===== src/hw/dcrc_defines.svh =====
/*
  Register indices, reset values, bus answer codes and interrupt
  bit positions of the core run control block.
  Assumes a 4-byte bus word per register: byte address = 4 * index.
*/
`ifndef DCRC_DEFINES_SVH
`define DCRC_DEFINES_SVH

`define DCRC_IDX_W 18
`define DCRC_IDX_HIB 18'h0F400
`define DCRC_IDX_LAUNCH 18'h0F402
`define DCRC_IDX_HALT 18'h0F403
`define DCRC_IDX_ENTRY 18'h0F404
`define DCRC_IDX_STATE 18'h0F405
`define DCRC_IDX_CLEAR 18'h0F421
`define DCRC_IDX_PMASK 18'h0F422
`define DCRC_IDX_FLAG 18'h0F427
`define DCRC_IDX_ISTAT 18'h0F440
`define DCRC_IDX_IMASK 18'h0F441
`define DCRC_IDX_ESRC 18'h0F442

`define DCRC_PMASK_RST 16'h0003
`define DCRC_ENTRY_RST 16'h0000
`define DCRC_IRQ_RST 3'h0
`define DCRC_CTRL_BIT 0

`define DCRC_RESP_OKAY 2'h0
`define DCRC_RESP_SLVERR 2'h2

`define DCRC_IRQ_W 3
`define DCRC_IRQ_HALT 0
`define DCRC_IRQ_ERR 1
`define DCRC_IRQ_START 2

`endif


===== src/hw/dcrc_pkg.sv =====
/*
  Types shared by the core run control block.
  Assumes nothing beyond a SystemVerilog compiler.
*/
package dcrc_pkg;

  typedef enum logic [2:0] {
    st_off   = 3'b000,
    st_run   = 3'b001,
    st_pause = 3'b010,
    st_sleep = 3'b011,
    st_stall = 3'b100
  } dcrc_core_st_t;

endpackage : dcrc_pkg


===== src/hw/dcrc_edge_det.sv =====
/*
  One edge-triggered control bit: stores the written value and flags
  a zero-to-one change in the cycle of the write.
  Assumes write strobe and data on the same clock as clk_i.
*/
`timescale 1ns/1ps
module dcrc_edge_det (
  input wire logic clk_i,
  input wire logic srst_i,
  input wire logic wr_i,
  input wire logic bit_i,
  output logic level_o,
  output logic rise_o
);

  typedef struct packed {
    logic level;
  } dcrc_edge_state_t;

  dcrc_edge_state_t s;
  dcrc_edge_state_t next_s;

  // new value against stored one
  // falling change gives no pulse
  assign rise_o = wr_i & bit_i & ~s.level;
  assign level_o = s.level;

  always_comb begin
    next_s = s;
    if (wr_i) begin
      next_s.level = bit_i;
    end
  end

  always_ff @(posedge clk_i) begin
    if (srst_i) begin
      s <= '0;
    end else begin
      s <= next_s;
    end
  end
endmodule : dcrc_edge_det


===== src/hw/dcrc_top.sv =====
/*
  Core run control register bank: halt, launch, entry address, core
  state code, hibernate, error manager clear and parity report mask,
  with an interrupt status/mask pair, behind an AXI4-Lite slave.
  Assumes core-side inputs come from logic on clk_i (no synchroniser)
  and a master that keeps valid and payload steady until taken.
*/
// Added by the designer: the AXI4-Lite register port.
// What this block does
// halt request rise stops core at once
// halt bit falling change does nothing
// software uses halt only when debugging
// launch loads program counter from entry address
// state code 000 at boot, after halt
// state code 001 while running normally
// pause gates core clock, code 010
// sleep waits for sample, code 011
// competing requests stall briefly, code 100
// state field read-only, live at read
// clear rise resets error flag, manager
// software writes one then zero to clear
// parity mask resets with two low bits set
// launch rise starts core, fall ignored
// hibernate masks interrupts, sleeps after frame
// unmasked error sets master error flag
// mask bit one suppresses that memory
// edges found against previously stored bit
// reserved bits read zero, writes ignored
`timescale 1ns/1ps
`include "dcrc_defines.svh"
module dcrc_top #(
  parameter int ADDR_W = 20,
  parameter int PAR_W = 12
) (
  input wire logic clk_i,
  input wire logic srst_i,
  input wire logic [ADDR_W-1:0] s_axil_awaddr_i,
  input wire logic s_axil_awvalid_i,
  output logic s_axil_awready_o,
  input wire logic [31:0] s_axil_wdata_i,
  input wire logic [3:0] s_axil_wstrb_i,
  input wire logic s_axil_wvalid_i,
  output logic s_axil_wready_o,
  output logic [1:0] s_axil_bresp_o,
  output logic s_axil_bvalid_o,
  input wire logic s_axil_bready_i,
  input wire logic [ADDR_W-1:0] s_axil_araddr_i,
  input wire logic s_axil_arvalid_i,
  output logic s_axil_arready_o,
  output logic [31:0] s_axil_rdata_o,
  output logic [1:0] s_axil_rresp_o,
  output logic s_axil_rvalid_o,
  input wire logic s_axil_rready_i,
  input wire logic core_pause_i,
  input wire logic core_sleep_i,
  input wire logic core_stall_i,
  input wire logic core_frame_done_i,
  input wire logic [PAR_W-1:0] err_parity_i,
  output logic core_start_o,
  output logic [15:0] core_pc_o,
  output logic core_halt_o,
  output logic core_clk_en_o,
  output logic core_irq_en_o,
  output logic [2:0] core_state_o,
  output logic panic_flag_o,
  output logic irq_o
);

  localparam int IW = ADDR_W - 2;

  initial begin
    if (ADDR_W < `DCRC_IDX_W + 2 || ADDR_W > 32) begin
      $error("ADDR_W must be 20 to 32");
    end
    if (PAR_W < 2 || PAR_W > 16) begin
      $error("PAR_W must be 2 to 16");
    end
  end

  typedef struct packed {
    logic aw_held;
    logic [ADDR_W-1:0] aw_addr;
    logic w_held;
    logic [31:0] w_data;
    logic [3:0] w_strb;
    logic bvalid;
    logic [1:0] bresp;
    logic rvalid;
    logic [31:0] rdata;
    logic [1:0] rresp;
    dcrc_pkg::dcrc_core_st_t core_st;
    logic hib;
    logic hib_sleep;
    logic [15:0] entry;
    logic [15:0] pc;
    logic start_p;
    logic halt_p;
    logic [PAR_W-1:0] pmask;
    logic flag;
    logic [PAR_W-1:0] src;
    logic [`DCRC_IRQ_W-1:0] ist;
    logic [`DCRC_IRQ_W-1:0] imask;
  } dcrc_top_state_t;

  dcrc_top_state_t s;
  dcrc_top_state_t next_s;

  logic wr_go;
  logic [IW-1:0] wr_idx;
  logic [IW-1:0] rd_idx;
  logic wr_lane0;
  logic halt_rise, halt_lvl;
  logic launch_rise, launch_lvl;
  logic clr_rise, clr_lvl;
  logic [PAR_W-1:0] err_hits;
  logic err_hit;
  logic [31:0] rd_val;
  logic rd_ok;
  logic wr_ok;

  assign s_axil_awready_o = ~s.aw_held & ~s.bvalid;
  assign s_axil_wready_o = ~s.w_held & ~s.bvalid;
  assign s_axil_arready_o = ~s.rvalid;
  assign s_axil_bvalid_o = s.bvalid;
  assign s_axil_bresp_o = s.bresp;
  assign s_axil_rvalid_o = s.rvalid;
  assign s_axil_rdata_o = s.rdata;
  assign s_axil_rresp_o = s.rresp;

  assign wr_go = s.aw_held & s.w_held & ~s.bvalid;
  assign wr_idx = s.aw_addr[ADDR_W-1:2];
  assign rd_idx = s_axil_araddr_i[ADDR_W-1:2];
  assign wr_lane0 = wr_go & s.w_strb[0];

  dcrc_edge_det u_halt (
    .clk_i(clk_i),
    .srst_i(srst_i),
    .wr_i(wr_lane0 && wr_idx == IW'(`DCRC_IDX_HALT)),
    .bit_i(s.w_data[`DCRC_CTRL_BIT]),
    .level_o(halt_lvl),
    .rise_o(halt_rise)
  );

  dcrc_edge_det u_launch (
    .clk_i(clk_i),
    .srst_i(srst_i),
    .wr_i(wr_lane0 && wr_idx == IW'(`DCRC_IDX_LAUNCH)),
    .bit_i(s.w_data[`DCRC_CTRL_BIT]),
    .level_o(launch_lvl),
    .rise_o(launch_rise)
  );

  dcrc_edge_det u_clear (
    .clk_i(clk_i),
    .srst_i(srst_i),
    .wr_i(wr_lane0 && wr_idx == IW'(`DCRC_IDX_CLEAR)),
    .bit_i(s.w_data[`DCRC_CTRL_BIT]),
    .level_o(clr_lvl),
    .rise_o(clr_rise)
  );

  // unmasked errors feed the flag
  // mask bit one silences a memory
  assign err_hits = err_parity_i & ~s.pmask;
  assign err_hit = |err_hits;

  always_comb begin
    wr_ok = 1'b1;
    unique case (wr_idx)
      IW'(`DCRC_IDX_HIB), IW'(`DCRC_IDX_LAUNCH), IW'(`DCRC_IDX_HALT),
      IW'(`DCRC_IDX_ENTRY), IW'(`DCRC_IDX_STATE), IW'(`DCRC_IDX_CLEAR),
      IW'(`DCRC_IDX_PMASK), IW'(`DCRC_IDX_FLAG), IW'(`DCRC_IDX_ISTAT),
      IW'(`DCRC_IDX_IMASK), IW'(`DCRC_IDX_ESRC): wr_ok = 1'b1;
      default: wr_ok = 1'b0;
    endcase
  end

  // reserved bits come back as zero
  // state code sampled at the read
  always_comb begin
    rd_ok = 1'b1;
    rd_val = 32'h0000_0000;
    unique case (rd_idx)
      IW'(`DCRC_IDX_HIB): rd_val = 32'(s.hib);
      IW'(`DCRC_IDX_LAUNCH): rd_val = 32'(launch_lvl);
      IW'(`DCRC_IDX_HALT): rd_val = 32'(halt_lvl);
      IW'(`DCRC_IDX_ENTRY): rd_val = 32'(s.entry);
      IW'(`DCRC_IDX_STATE): rd_val = 32'(s.core_st);
      IW'(`DCRC_IDX_CLEAR): rd_val = 32'(clr_lvl);
      IW'(`DCRC_IDX_PMASK): rd_val = 32'(s.pmask);
      IW'(`DCRC_IDX_FLAG): rd_val = 32'(s.flag);
      IW'(`DCRC_IDX_ISTAT): rd_val = 32'(s.ist);
      IW'(`DCRC_IDX_IMASK): rd_val = 32'(s.imask);
      IW'(`DCRC_IDX_ESRC): rd_val = 32'(s.src);
      default: rd_ok = 1'b0;
    endcase
  end

  always_comb begin
    logic [15:0] pm16;
    logic [`DCRC_IRQ_W-1:0] w1c;
    logic [`DCRC_IRQ_W-1:0] ev;
    pm16 = 16'(s.pmask);
    w1c = '0;
    ev = '0;
    next_s = s;
    next_s.start_p = 1'b0;
    next_s.halt_p = 1'b0;
    if (s_axil_awvalid_i && s_axil_awready_o) begin
      next_s.aw_held = 1'b1;
      next_s.aw_addr = s_axil_awaddr_i;
    end
    if (s_axil_wvalid_i && s_axil_wready_o) begin
      next_s.w_held = 1'b1;
      next_s.w_data = s_axil_wdata_i;
      next_s.w_strb = s_axil_wstrb_i;
    end
    if (s.bvalid && s_axil_bready_i) begin
      next_s.bvalid = 1'b0;
    end
    if (wr_go) begin
      next_s.aw_held = 1'b0;
      next_s.w_held = 1'b0;
      next_s.bvalid = 1'b1;
      next_s.bresp = wr_ok ? `DCRC_RESP_OKAY : `DCRC_RESP_SLVERR;
      if (s.w_strb[0]) begin
        unique case (wr_idx)
          IW'(`DCRC_IDX_HIB): next_s.hib = s.w_data[`DCRC_CTRL_BIT];
          IW'(`DCRC_IDX_ENTRY): next_s.entry[7:0] = s.w_data[7:0];
          IW'(`DCRC_IDX_PMASK): pm16[7:0] = s.w_data[7:0];
          IW'(`DCRC_IDX_ISTAT): w1c = s.w_data[`DCRC_IRQ_W-1:0];
          IW'(`DCRC_IDX_IMASK): next_s.imask = s.w_data[`DCRC_IRQ_W-1:0];
          default: ;
        endcase
      end
      if (s.w_strb[1]) begin
        unique case (wr_idx)
          IW'(`DCRC_IDX_ENTRY): next_s.entry[15:8] = s.w_data[15:8];
          IW'(`DCRC_IDX_PMASK): pm16[15:8] = s.w_data[15:8];
          default: ;
        endcase
      end
      next_s.pmask = pm16[PAR_W-1:0];
    end
    if (s.rvalid && s_axil_rready_i) begin
      next_s.rvalid = 1'b0;
    end
    if (s_axil_arvalid_i && s_axil_arready_o) begin
      next_s.rvalid = 1'b1;
      next_s.rdata = rd_val;
      next_s.rresp = rd_ok ? `DCRC_RESP_OKAY : `DCRC_RESP_SLVERR;
    end
    // clear rise empties the manager
    // a new error wins over the clear
    next_s.flag = (s.flag & ~clr_rise) | err_hit;
    next_s.src = (clr_rise ? '0 : s.src) | err_hits;
    // halt rise overrides any state
    if (halt_rise) begin
      next_s.core_st = dcrc_pkg::st_off;
      next_s.hib_sleep = 1'b0;
      next_s.halt_p = 1'b1;
    // launch reloads the program counter
    // only the rising change launches
    end else if (launch_rise) begin
      next_s.core_st = dcrc_pkg::st_run;
      next_s.hib_sleep = 1'b0;
      next_s.start_p = 1'b1;
      next_s.pc = s.entry;
    end else begin
      unique case (s.core_st)
        dcrc_pkg::st_off: ;
        // normal running reports code 001
        dcrc_pkg::st_run: begin
          // stall has first claim
          // hibernate waits for frame end
          if (core_stall_i) begin
            next_s.core_st = dcrc_pkg::st_stall;
          end else if (s.hib && core_frame_done_i) begin
            next_s.core_st = dcrc_pkg::st_sleep;
            next_s.hib_sleep = 1'b1;
          end else if (core_pause_i) begin
            next_s.core_st = dcrc_pkg::st_pause;
          end else if (core_sleep_i) begin
            next_s.core_st = dcrc_pkg::st_sleep;
          end
        end
        // state kept until clock resumes
        dcrc_pkg::st_pause: begin
          if (!core_pause_i) begin
            next_s.core_st = dcrc_pkg::st_run;
          end
        end
        // idle until next sample
        dcrc_pkg::st_sleep: begin
          if (!core_sleep_i && !(s.hib_sleep && s.hib)) begin
            next_s.core_st = dcrc_pkg::st_run;
            next_s.hib_sleep = 1'b0;
          end
        end
        // resume at once when serviced
        dcrc_pkg::st_stall: begin
          if (!core_stall_i) begin
            next_s.core_st = dcrc_pkg::st_run;
          end
        end
        default: next_s.core_st = dcrc_pkg::st_off;
      endcase
    end
    ev[`DCRC_IRQ_HALT] = halt_rise;
    ev[`DCRC_IRQ_ERR] = err_hit;
    ev[`DCRC_IRQ_START] = launch_rise & ~halt_rise;
    // set beats a same-cycle clear
    next_s.ist = (s.ist & ~w1c) | ev;
  end

  always_ff @(posedge clk_i) begin
    if (srst_i) begin
      s <= '0;
      s.bresp <= `DCRC_RESP_OKAY;
      s.rresp <= `DCRC_RESP_OKAY;
      // boot state is not running
      s.core_st <= dcrc_pkg::st_off;
      s.entry <= `DCRC_ENTRY_RST;
      // two low mask bits set
      s.pmask <= PAR_W'(`DCRC_PMASK_RST);
      s.ist <= `DCRC_IRQ_RST;
      s.imask <= `DCRC_IRQ_RST;
    end else begin
      s <= next_s;
    end
  end

  assign core_start_o = s.start_p;
  assign core_pc_o = s.pc;
  assign core_halt_o = s.halt_p;
  assign core_state_o = s.core_st;
  // paused or stopped core gets no clock
  assign core_clk_en_o = (s.core_st != dcrc_pkg::st_pause) &&
                         (s.core_st != dcrc_pkg::st_off);
  // hibernate blocks interrupts
  assign core_irq_en_o = ~s.hib;
  assign irq_o = (|(s.ist & s.imask)) & ~s.hib;
  assign panic_flag_o = s.flag;
endmodule : dcrc_top


===== config.mk =====
export PLATFORM = sky130hd
export DESIGN_NAME = dcrc_top
export DESIGN_NICKNAME = d
export VERILOG_FILES = /design/src/hw/dcrc_pkg.sv /design/src/hw/dcrc_edge_det.sv /design/src/hw/dcrc_top.sv
export VERILOG_INCLUDE_DIRS = /design/src /design/src/hw
export SDC_FILE = /design/constraint.sdc
export NUM_CORES = 1
export LEC_CHECK = 0
export BUFFER_PORTS_ARGS = -buffer_cell sky130_fd_sc_hd__buf_2
export CORE_MARGIN = 4
export CORE_UTILIZATION = 57
export CTS_CLUSTER_DIAMETER = 100
export DETAILED_ROUTE_END_ITERATION = 8
export GPL_ROUTABILITY_DRIVEN = 0
export GPL_TIMING_DRIVEN = 0
export PLACE_DENSITY = 0.9
export SLEW_MARGIN = 15
export SYNTH_ARGS = -nofsm -noshare
export SYNTH_HDL_FRONTEND = slang
export SYNTH_SLANG_ARGS = --single-unit

===== constraint.sdc =====
create_clock -name clk_i -period 3.9 [get_ports clk_i]
set_clock_uncertainty 0.2 [all_clocks]
set_input_delay 0 -clock clk_i [delete_from_list [all_inputs] [get_ports clk_i]]
set_output_delay 0 -clock clk_i [all_outputs]
set_load 0.1 [all_outputs]

# --- Yosys cells after proc, flatten, opt, wreduce, memory -nomap -nowiden ---
# Index checks and enable logic that the tools add are counted.
word_totals:
  register_bits: 151
  latchBits: 0
  ram_bits: 0
  mem_bits_ro: 0
  input_bits: 99
  output_inout_bits: 66
  word_cells: 163
  mem_count: 0
classes:
  add_sub_neg: 0
  n_mul: 0
  div: 0
  order_cmp: 0
  n_eq_ne: 38
  shift: 0
  mux: 28
  bitwise_logic: 33
  reduce_logical: 36
op_table:
  columns: ["cell", "count"]
  rows:
  - ["$eq 18x16->1 const B", 22]
  - ["$pmux 16 s11", 1]
  - ["$mux 35", 1]
  - ["$mux 3", 11]
  - ["$reduce_or 11->1", 2]
  - ["$reduce_and 3->1", 6]
  - ["$pmux 3 s5", 1]
  - ["$and 1x1->1", 14]
  - ["$and 12x12->12", 1]
  - ["$logic_and 1x1->1", 12]
  - ["$mux 12", 1]
  - ["$ne 2x2->1 const B", 6]
  - ["$not 12->12", 1]
  - ["$or 12x12->12", 1]
  - ["$reduce_or 12->1", 1]
  - ["$not 1->1", 11]
  - ["$mux 1", 10]
  - ["$reduce_and 5->1", 2]
  - ["$ne 3x3->1 const B", 3]
  - ["$and 3x3->3", 2]
  - ["$eq 3x2->1 const B", 2]
  - ["$ne 6x6->1 const B", 1]
  - ["$reduce_bool 2->1", 3]
  - ["$reduce_or 3->1", 2]
  - ["15 further kinds", 18]

# --- Longest topological paths before layout ---
logic_depth:
  ltp_word: 9
  mapped_depth: 9
  depth_no_buf: 5

# --- Cells and area by module ---
# Synthesis repeated with hierarchy kept, for this count alone.
hier_totals:
  hier_cells: 741
  hier_area_um2: 6155.9
by_module_without_submodules:
  columns: ["mod", "instances", "cells_each", "area_each_um2", "seq_area_each_um2"]
  rows:
  - ["dcrc_top", 1, 726, 6028.3, 2562.5]
  - ["dcrc_edge_det", 3, 5, 42.5, 20.0]

# --- Worst setup path after synthesis ---
# No wires, ideal clock.
synth_timing:
  path_kind: "register -> register"
  startpoint: "reg s (netlist bit s_axil_bvalid_o)"
  endpoint: "reg s[109] (netlist name)"
  setup_time_ps: 70
  arrival_time_ps: 3126
  required_ps: 3630
  setup_slack_ps: 504
  stages_incl_launch_ff: 7
  n_path_buf: 2
  synth_period_minus_slack_ps: 3396
  path_cell_list: "dfxtp_1 > nor2_1 > and2_1 > clkbuf_1 > buf_1 > nand2_1 > a21oi_1"
synth_between:
  elab_chain_len: 3
synth_rtl:
  columns: ["element", "line_no", "source"]
  rows:
  - ["from (decl)", "dcrc_top.sv:105", "dcrc_top_state_t s;"]
  - ["from (signal assigned)", "dcrc_top.sv:329", "s <= next_s;"]
  - ["$not 1->1", "dcrc_top.sv:122", "assign s_axil_wready_o = ~s.w_held & ~s.bvalid;"]
  - ["$and 1x1->1", "dcrc_top.sv:122", null]
  - ["net s_axil_wready_o", "dcrc_top.sv:43", "output logic s_axil_wready_o,"]
  - ["$logic_and 1x1->1", "dcrc_top.sv:213", "if (s_axil_wvalid_i && s_axil_wready_o) begin"]
# The timed path passes the listed nets, and every way through them passes these cells.
# A chain may end at the register's enable or synchronous reset.

# --- Final worst setup path ---
layout_timing:
  startpoint: "in s_axil_araddr_i[10]"
  endpoint: "reg s (netlist bit s_axil_rdata_o[0])"
layout_between:
  elab_chain_len: 2
layout_rtl:
  columns: ["element", "line_no", "source"]
  rows:
  - ["from (decl)", "dcrc_top.sv:47", "input wire logic [ADDR_W-1:0] s_axil_araddr_i,"]
  - ["$eq 18x16->1", "dcrc_top.sv:183", "unique case (rd_idx)"]
  - ["$pmux 16 s11 *", "dcrc_top.sv:183", null]
# Mark *: on every way between the ends. The rest lies on a longest branch, timed or not.

==> results by group <==
GRT
  • Initial antenna violation count: 1
  • Global-route wire length before repair: around 39 mm
  • Largest net degree at the start of global routing: 17
  • Grt total ovfl: 0
  • GRT Resource Usage Total: 0.398
  • Vias in the first global route: roughly 7100

Timing
  • Setup Viol. Count Final: 0
  • Setup ws final: 0.691 ns
  • Period utilization: 0.823
  • Slew HR: 0.310
  • Final hold viol count: 1
  • FMAX: 312 MHz
  • Worst-margin pin slew: 1.03 ns
  • Final min period: 3.21 ns
  • Hold Slack: -0.000889 ns
  • Max-slew violations: 0
  • Setup_tns: 0 ns
  • RSZ-0062 raised after global routing: no

Cells and area
  • # fillers: about 550
  • Ratio of cells with drive above 1 in the final layout: 0.243
  • Core Util, Final: 0.828
  • Fin cells: 1138
  • N_diodes: 0
  • Storage cell area: 2620 um2
  • Area occupied by multi-input gates: 2960 um2
  • Net count reported at finish: 1088
  • Area grow syn2layout: 40.2%

Synthesis
  • Top post-synthesis cells by area: dfxtp_1 (43%), nand2_1 (8.4%), buf_4 (7.2%), a21oi_1 (6.3%), mux2i_1 (6.0%)
  • Post-synth top area share: 0.426
  • Avg Inst Size Synth: 8.38 um2
  • Ys async rst share: 0
  • Synth area leader: dfxtp_1
  • Post-synthesis sequential area ratio: 0.426
  • Number of distinct library cells after synthesis: 58
  • Ys flop type: dfxtp_1
  • Ys Warns: 0
  • Mapped cell area: 6150 um2
  • Post-synthesis cell count: about 730
  • EDFF count, synth: 0
  • #FFs+latches synth: about 130

Floorplan
  • Core ar.: 10400 um2
  • Initial core utilization: 0.591
  • # IOs: 165
  • Die H: 112 um
  • Chip Width: approximately 110 um
  • Die area: 12500 um2
  • Site row count: 37

Power and ir drop
  • Internal Pwr Total: 2630 uW
  • NetSw: 1070 uW
  • Max VDD drop: 0.388 mV
  • Gate power share: 0.140
  • Leak: 0.00369 uW
  • Clk pwr share: 0.474
  • Sw Share: 0.289
  • Reg power frac: 0.386
  • Power Density: 428 nW/um2

Worst setup path
  • Critical path peak fanout: 8
  • CP Data Required Time: 4.18 ns
  • FF-to-FF End: s_axil_rdata_o[0]
  • Worst Path Buf+Inv: 5
  • Reg2Reg Setup Slack: about 0.74 ns
  • Worst setup EP type: register
  • Critical R2R Launch: s_axil_rvalid_o
  • Reg2Reg Depth: 7
  • Setup Crit Path Kind: in -> reg
  • Setup crit start kind: input port
  • CP most frequent cell: dlygate4sd3_1
  • Critical path launch point: s_axil_araddr_i[10]
  • CP arrival: 3.49 ns
  • CP top delay family: buffers and inverters
  • Critical Path Max Stage Delay: 0.66 ns
  • CP Cell Sequence: dlygate4sd3_1 -> buf_2 -> nor4_4 -> dlygate4sd3_1 -> nand4_2 -> o31a_1 -> dlygate4sd3_1 -> a211oi_1 -> dlygate4sd3_1
  • Slowest-stage cell, CP: dlygate4sd3_1

Placement
  • DP HPWL: 12.1 mm
  • I/O Buffers: 121
  • # placed instances: 1008
  • Worst slack, placed: between 1.5 and 2 ns

Job
  • Max cap viols: 0

Detailed routing
  • Vias: 7166
  • Initial DRC Count: 998
  • DR WL/cell: between 20 and 25 um
  • Post-route ant nets: 0
  • DRT Wirelength: 25.0 mm
  • Drc violations: 55
  • Vias/cell: 6.30
  • Pre-antenna DRT Iters: 9

Clocking
  • Post CTS Setup Buffer Count: 0
  • Clock latency on the worst-skew pair: 0.55 ns
  • CTS clk-pin slew, worst paths: 0.06 ns
  • CTS buffer count: 17
  • H-tree depth: 4
  • Clock Tree Buf Depth: 2
  • CTS tree: yes
  • Clock sinks: roughly 130
  • CTS root buf: clkbuf_8

Hold path
  • Hold Crit Class: in -> reg
  • Worst Hold Endpoint: s_axil_rdata_o[2]
  • Hold path depth: 6
  • Hold_sp: s_axil_araddr_i[9]

Run status
  • Failing checks: DRC, hold timing
  • Status: complete, but fails checks
## through the flow
step | total power, uW | cell area (um2)
floorplan | 1730 | 6220
global placement | 1830 | 6990
detailed placement | 1840 | 6990
CTS | 3580 | 8610
global route | 3750 | 8630
finish | 3690 | 8630
## per-layer routing
| layer | global-route usage | wire length [um] | up-vias |
|---|---|---|---|
| li1 | - | - | 2983 |
| met1 | 0.454 | 8560 | 3171 |
| met2 | 0.600 | 10700 | 753 |
| met3 | 0.162 | 3480 | 257 |
| met4 | 0.291 | 2200 | 2 |
| met5 | 0 | 13 | - |
## power by group through the flow
stage	Clock (uW)	Sequential, uW	Combinational, uW
floorplan	0	1440	289
global placement	0	1440	390
detailed placement	0	1440	395
CTS	1690	1410	477
global route	1780	1420	541
finish	1750	1420	518
## final cells by class
type                    instances  area share
multi-input cells             514       0.343
flip-flops and latches        131       0.304
repair buffers                219       0.184
plain buffers                  98      0.0730
clock buffers                  19      0.0500
clock inverters                13      0.0229
well taps                     136      0.0197
inverters                       8     0.00348
## cell families (layout without fill, tap and decap cells)
| family | count (synthesis) | after routing | share of synthesized area |
|---|---|---|---|
| buffers and inverters | 106 | 357 | 0.107 |
| AO/OA/AOI/OAI | 139 | 139 | 0.137 |
| other | 1 | 18 | 0.000609 |
| XOR/XNOR | 3 | 3 | 0.00427 |
| flip-flops | 131 | 131 | 0.426 |
| multiplexers | 38 | 38 | 0.0620 |
| AND/OR/NAND/NOR | 316 | 316 | 0.263 |
## synthesized netlist by cell type (all sizes together) (3+ instances only)
master  instances
mux2i          37
and2            4
a222oi         11
a211o           5
clkbuf         25
nor3b           3
a21oi          78
o21ai          22
and3            4
nor4           13
nor3           15
nand2         139
nand4          13
nor4b           4
a22oi           5
nor2b          18
nand3b          4
nand3           8
xnor2           3
nor2           69
a32oi           4
nand2b         11
dfxtp         131
inv             8
buf            73
## layout by cell type, fill, tap and decap left out, types with 5 or more instances in the layout
cell type / n
o21ai_0: 14
nor2_1: 69
inv_1: 8
nor4_4: 5
dfxtp_1: 131
nand4_1: 11
dlygate4sd3_1: 98
buf_2: 129
nand3_1: 8
clkinv_4: 5
a22oi_1: 5
o21ai_1: 8
a222oi_1: 11
a21oi_1: 78
buf_4: 59
nor4_1: 7
mux2i_1: 37
clkbuf_1: 26
conb_1: 18
nand2_1: 138
nor3_1: 11
nor2b_1: 18
a211o_1: 5
clkbuf_16: 16
nand2b_1: 11
## registers in the layout, summed over array words and instances, names as in the netlist
name and count:
s_axil_bvalid_o 1, core_pc_o 16, panic_flag_o 1, u_launch.level_o 1, u_halt.level_o 1, s_axil_rvalid_o 1
core_halt_o 1, core_start_o 1, s_axil_bresp_o 1, s_axil_rresp_o 1, s_axil_rdata_o 16, u_clear.level_o 1
s 86, core_state_o 3
## how the worst max path moves through the flow
stage	end	slack (ns)	cells past startpoint
final	s_axil_rdata_o[0]	0.69	9
after global routing	s_axil_rdata_o[0]	0.53	9
after global placement	s[20]	1.57	5
after floorplan	s[109]	0.50	6
after detailed placement	s[53]	1.51	5
after CTS	s_axil_rdata_o[0]	0.21	10
## tightest hold or removal path, stage by stage
cell and delay (ns):
buf_2 0.09, nor3_2 0.05, nand2_1 0.11, nor2_1 0.06, a222oi_1 0.30, o21ai_1 0.08
## what timing repair did
item | in CTS | in global routing
hold buffers | 99 | 0
endpoints found under the hold margin | 76 | 0
setup endpoints to repair | 0 | 1
gates resized for setup | 0 | 1
(Power assumes the default switching activity.)
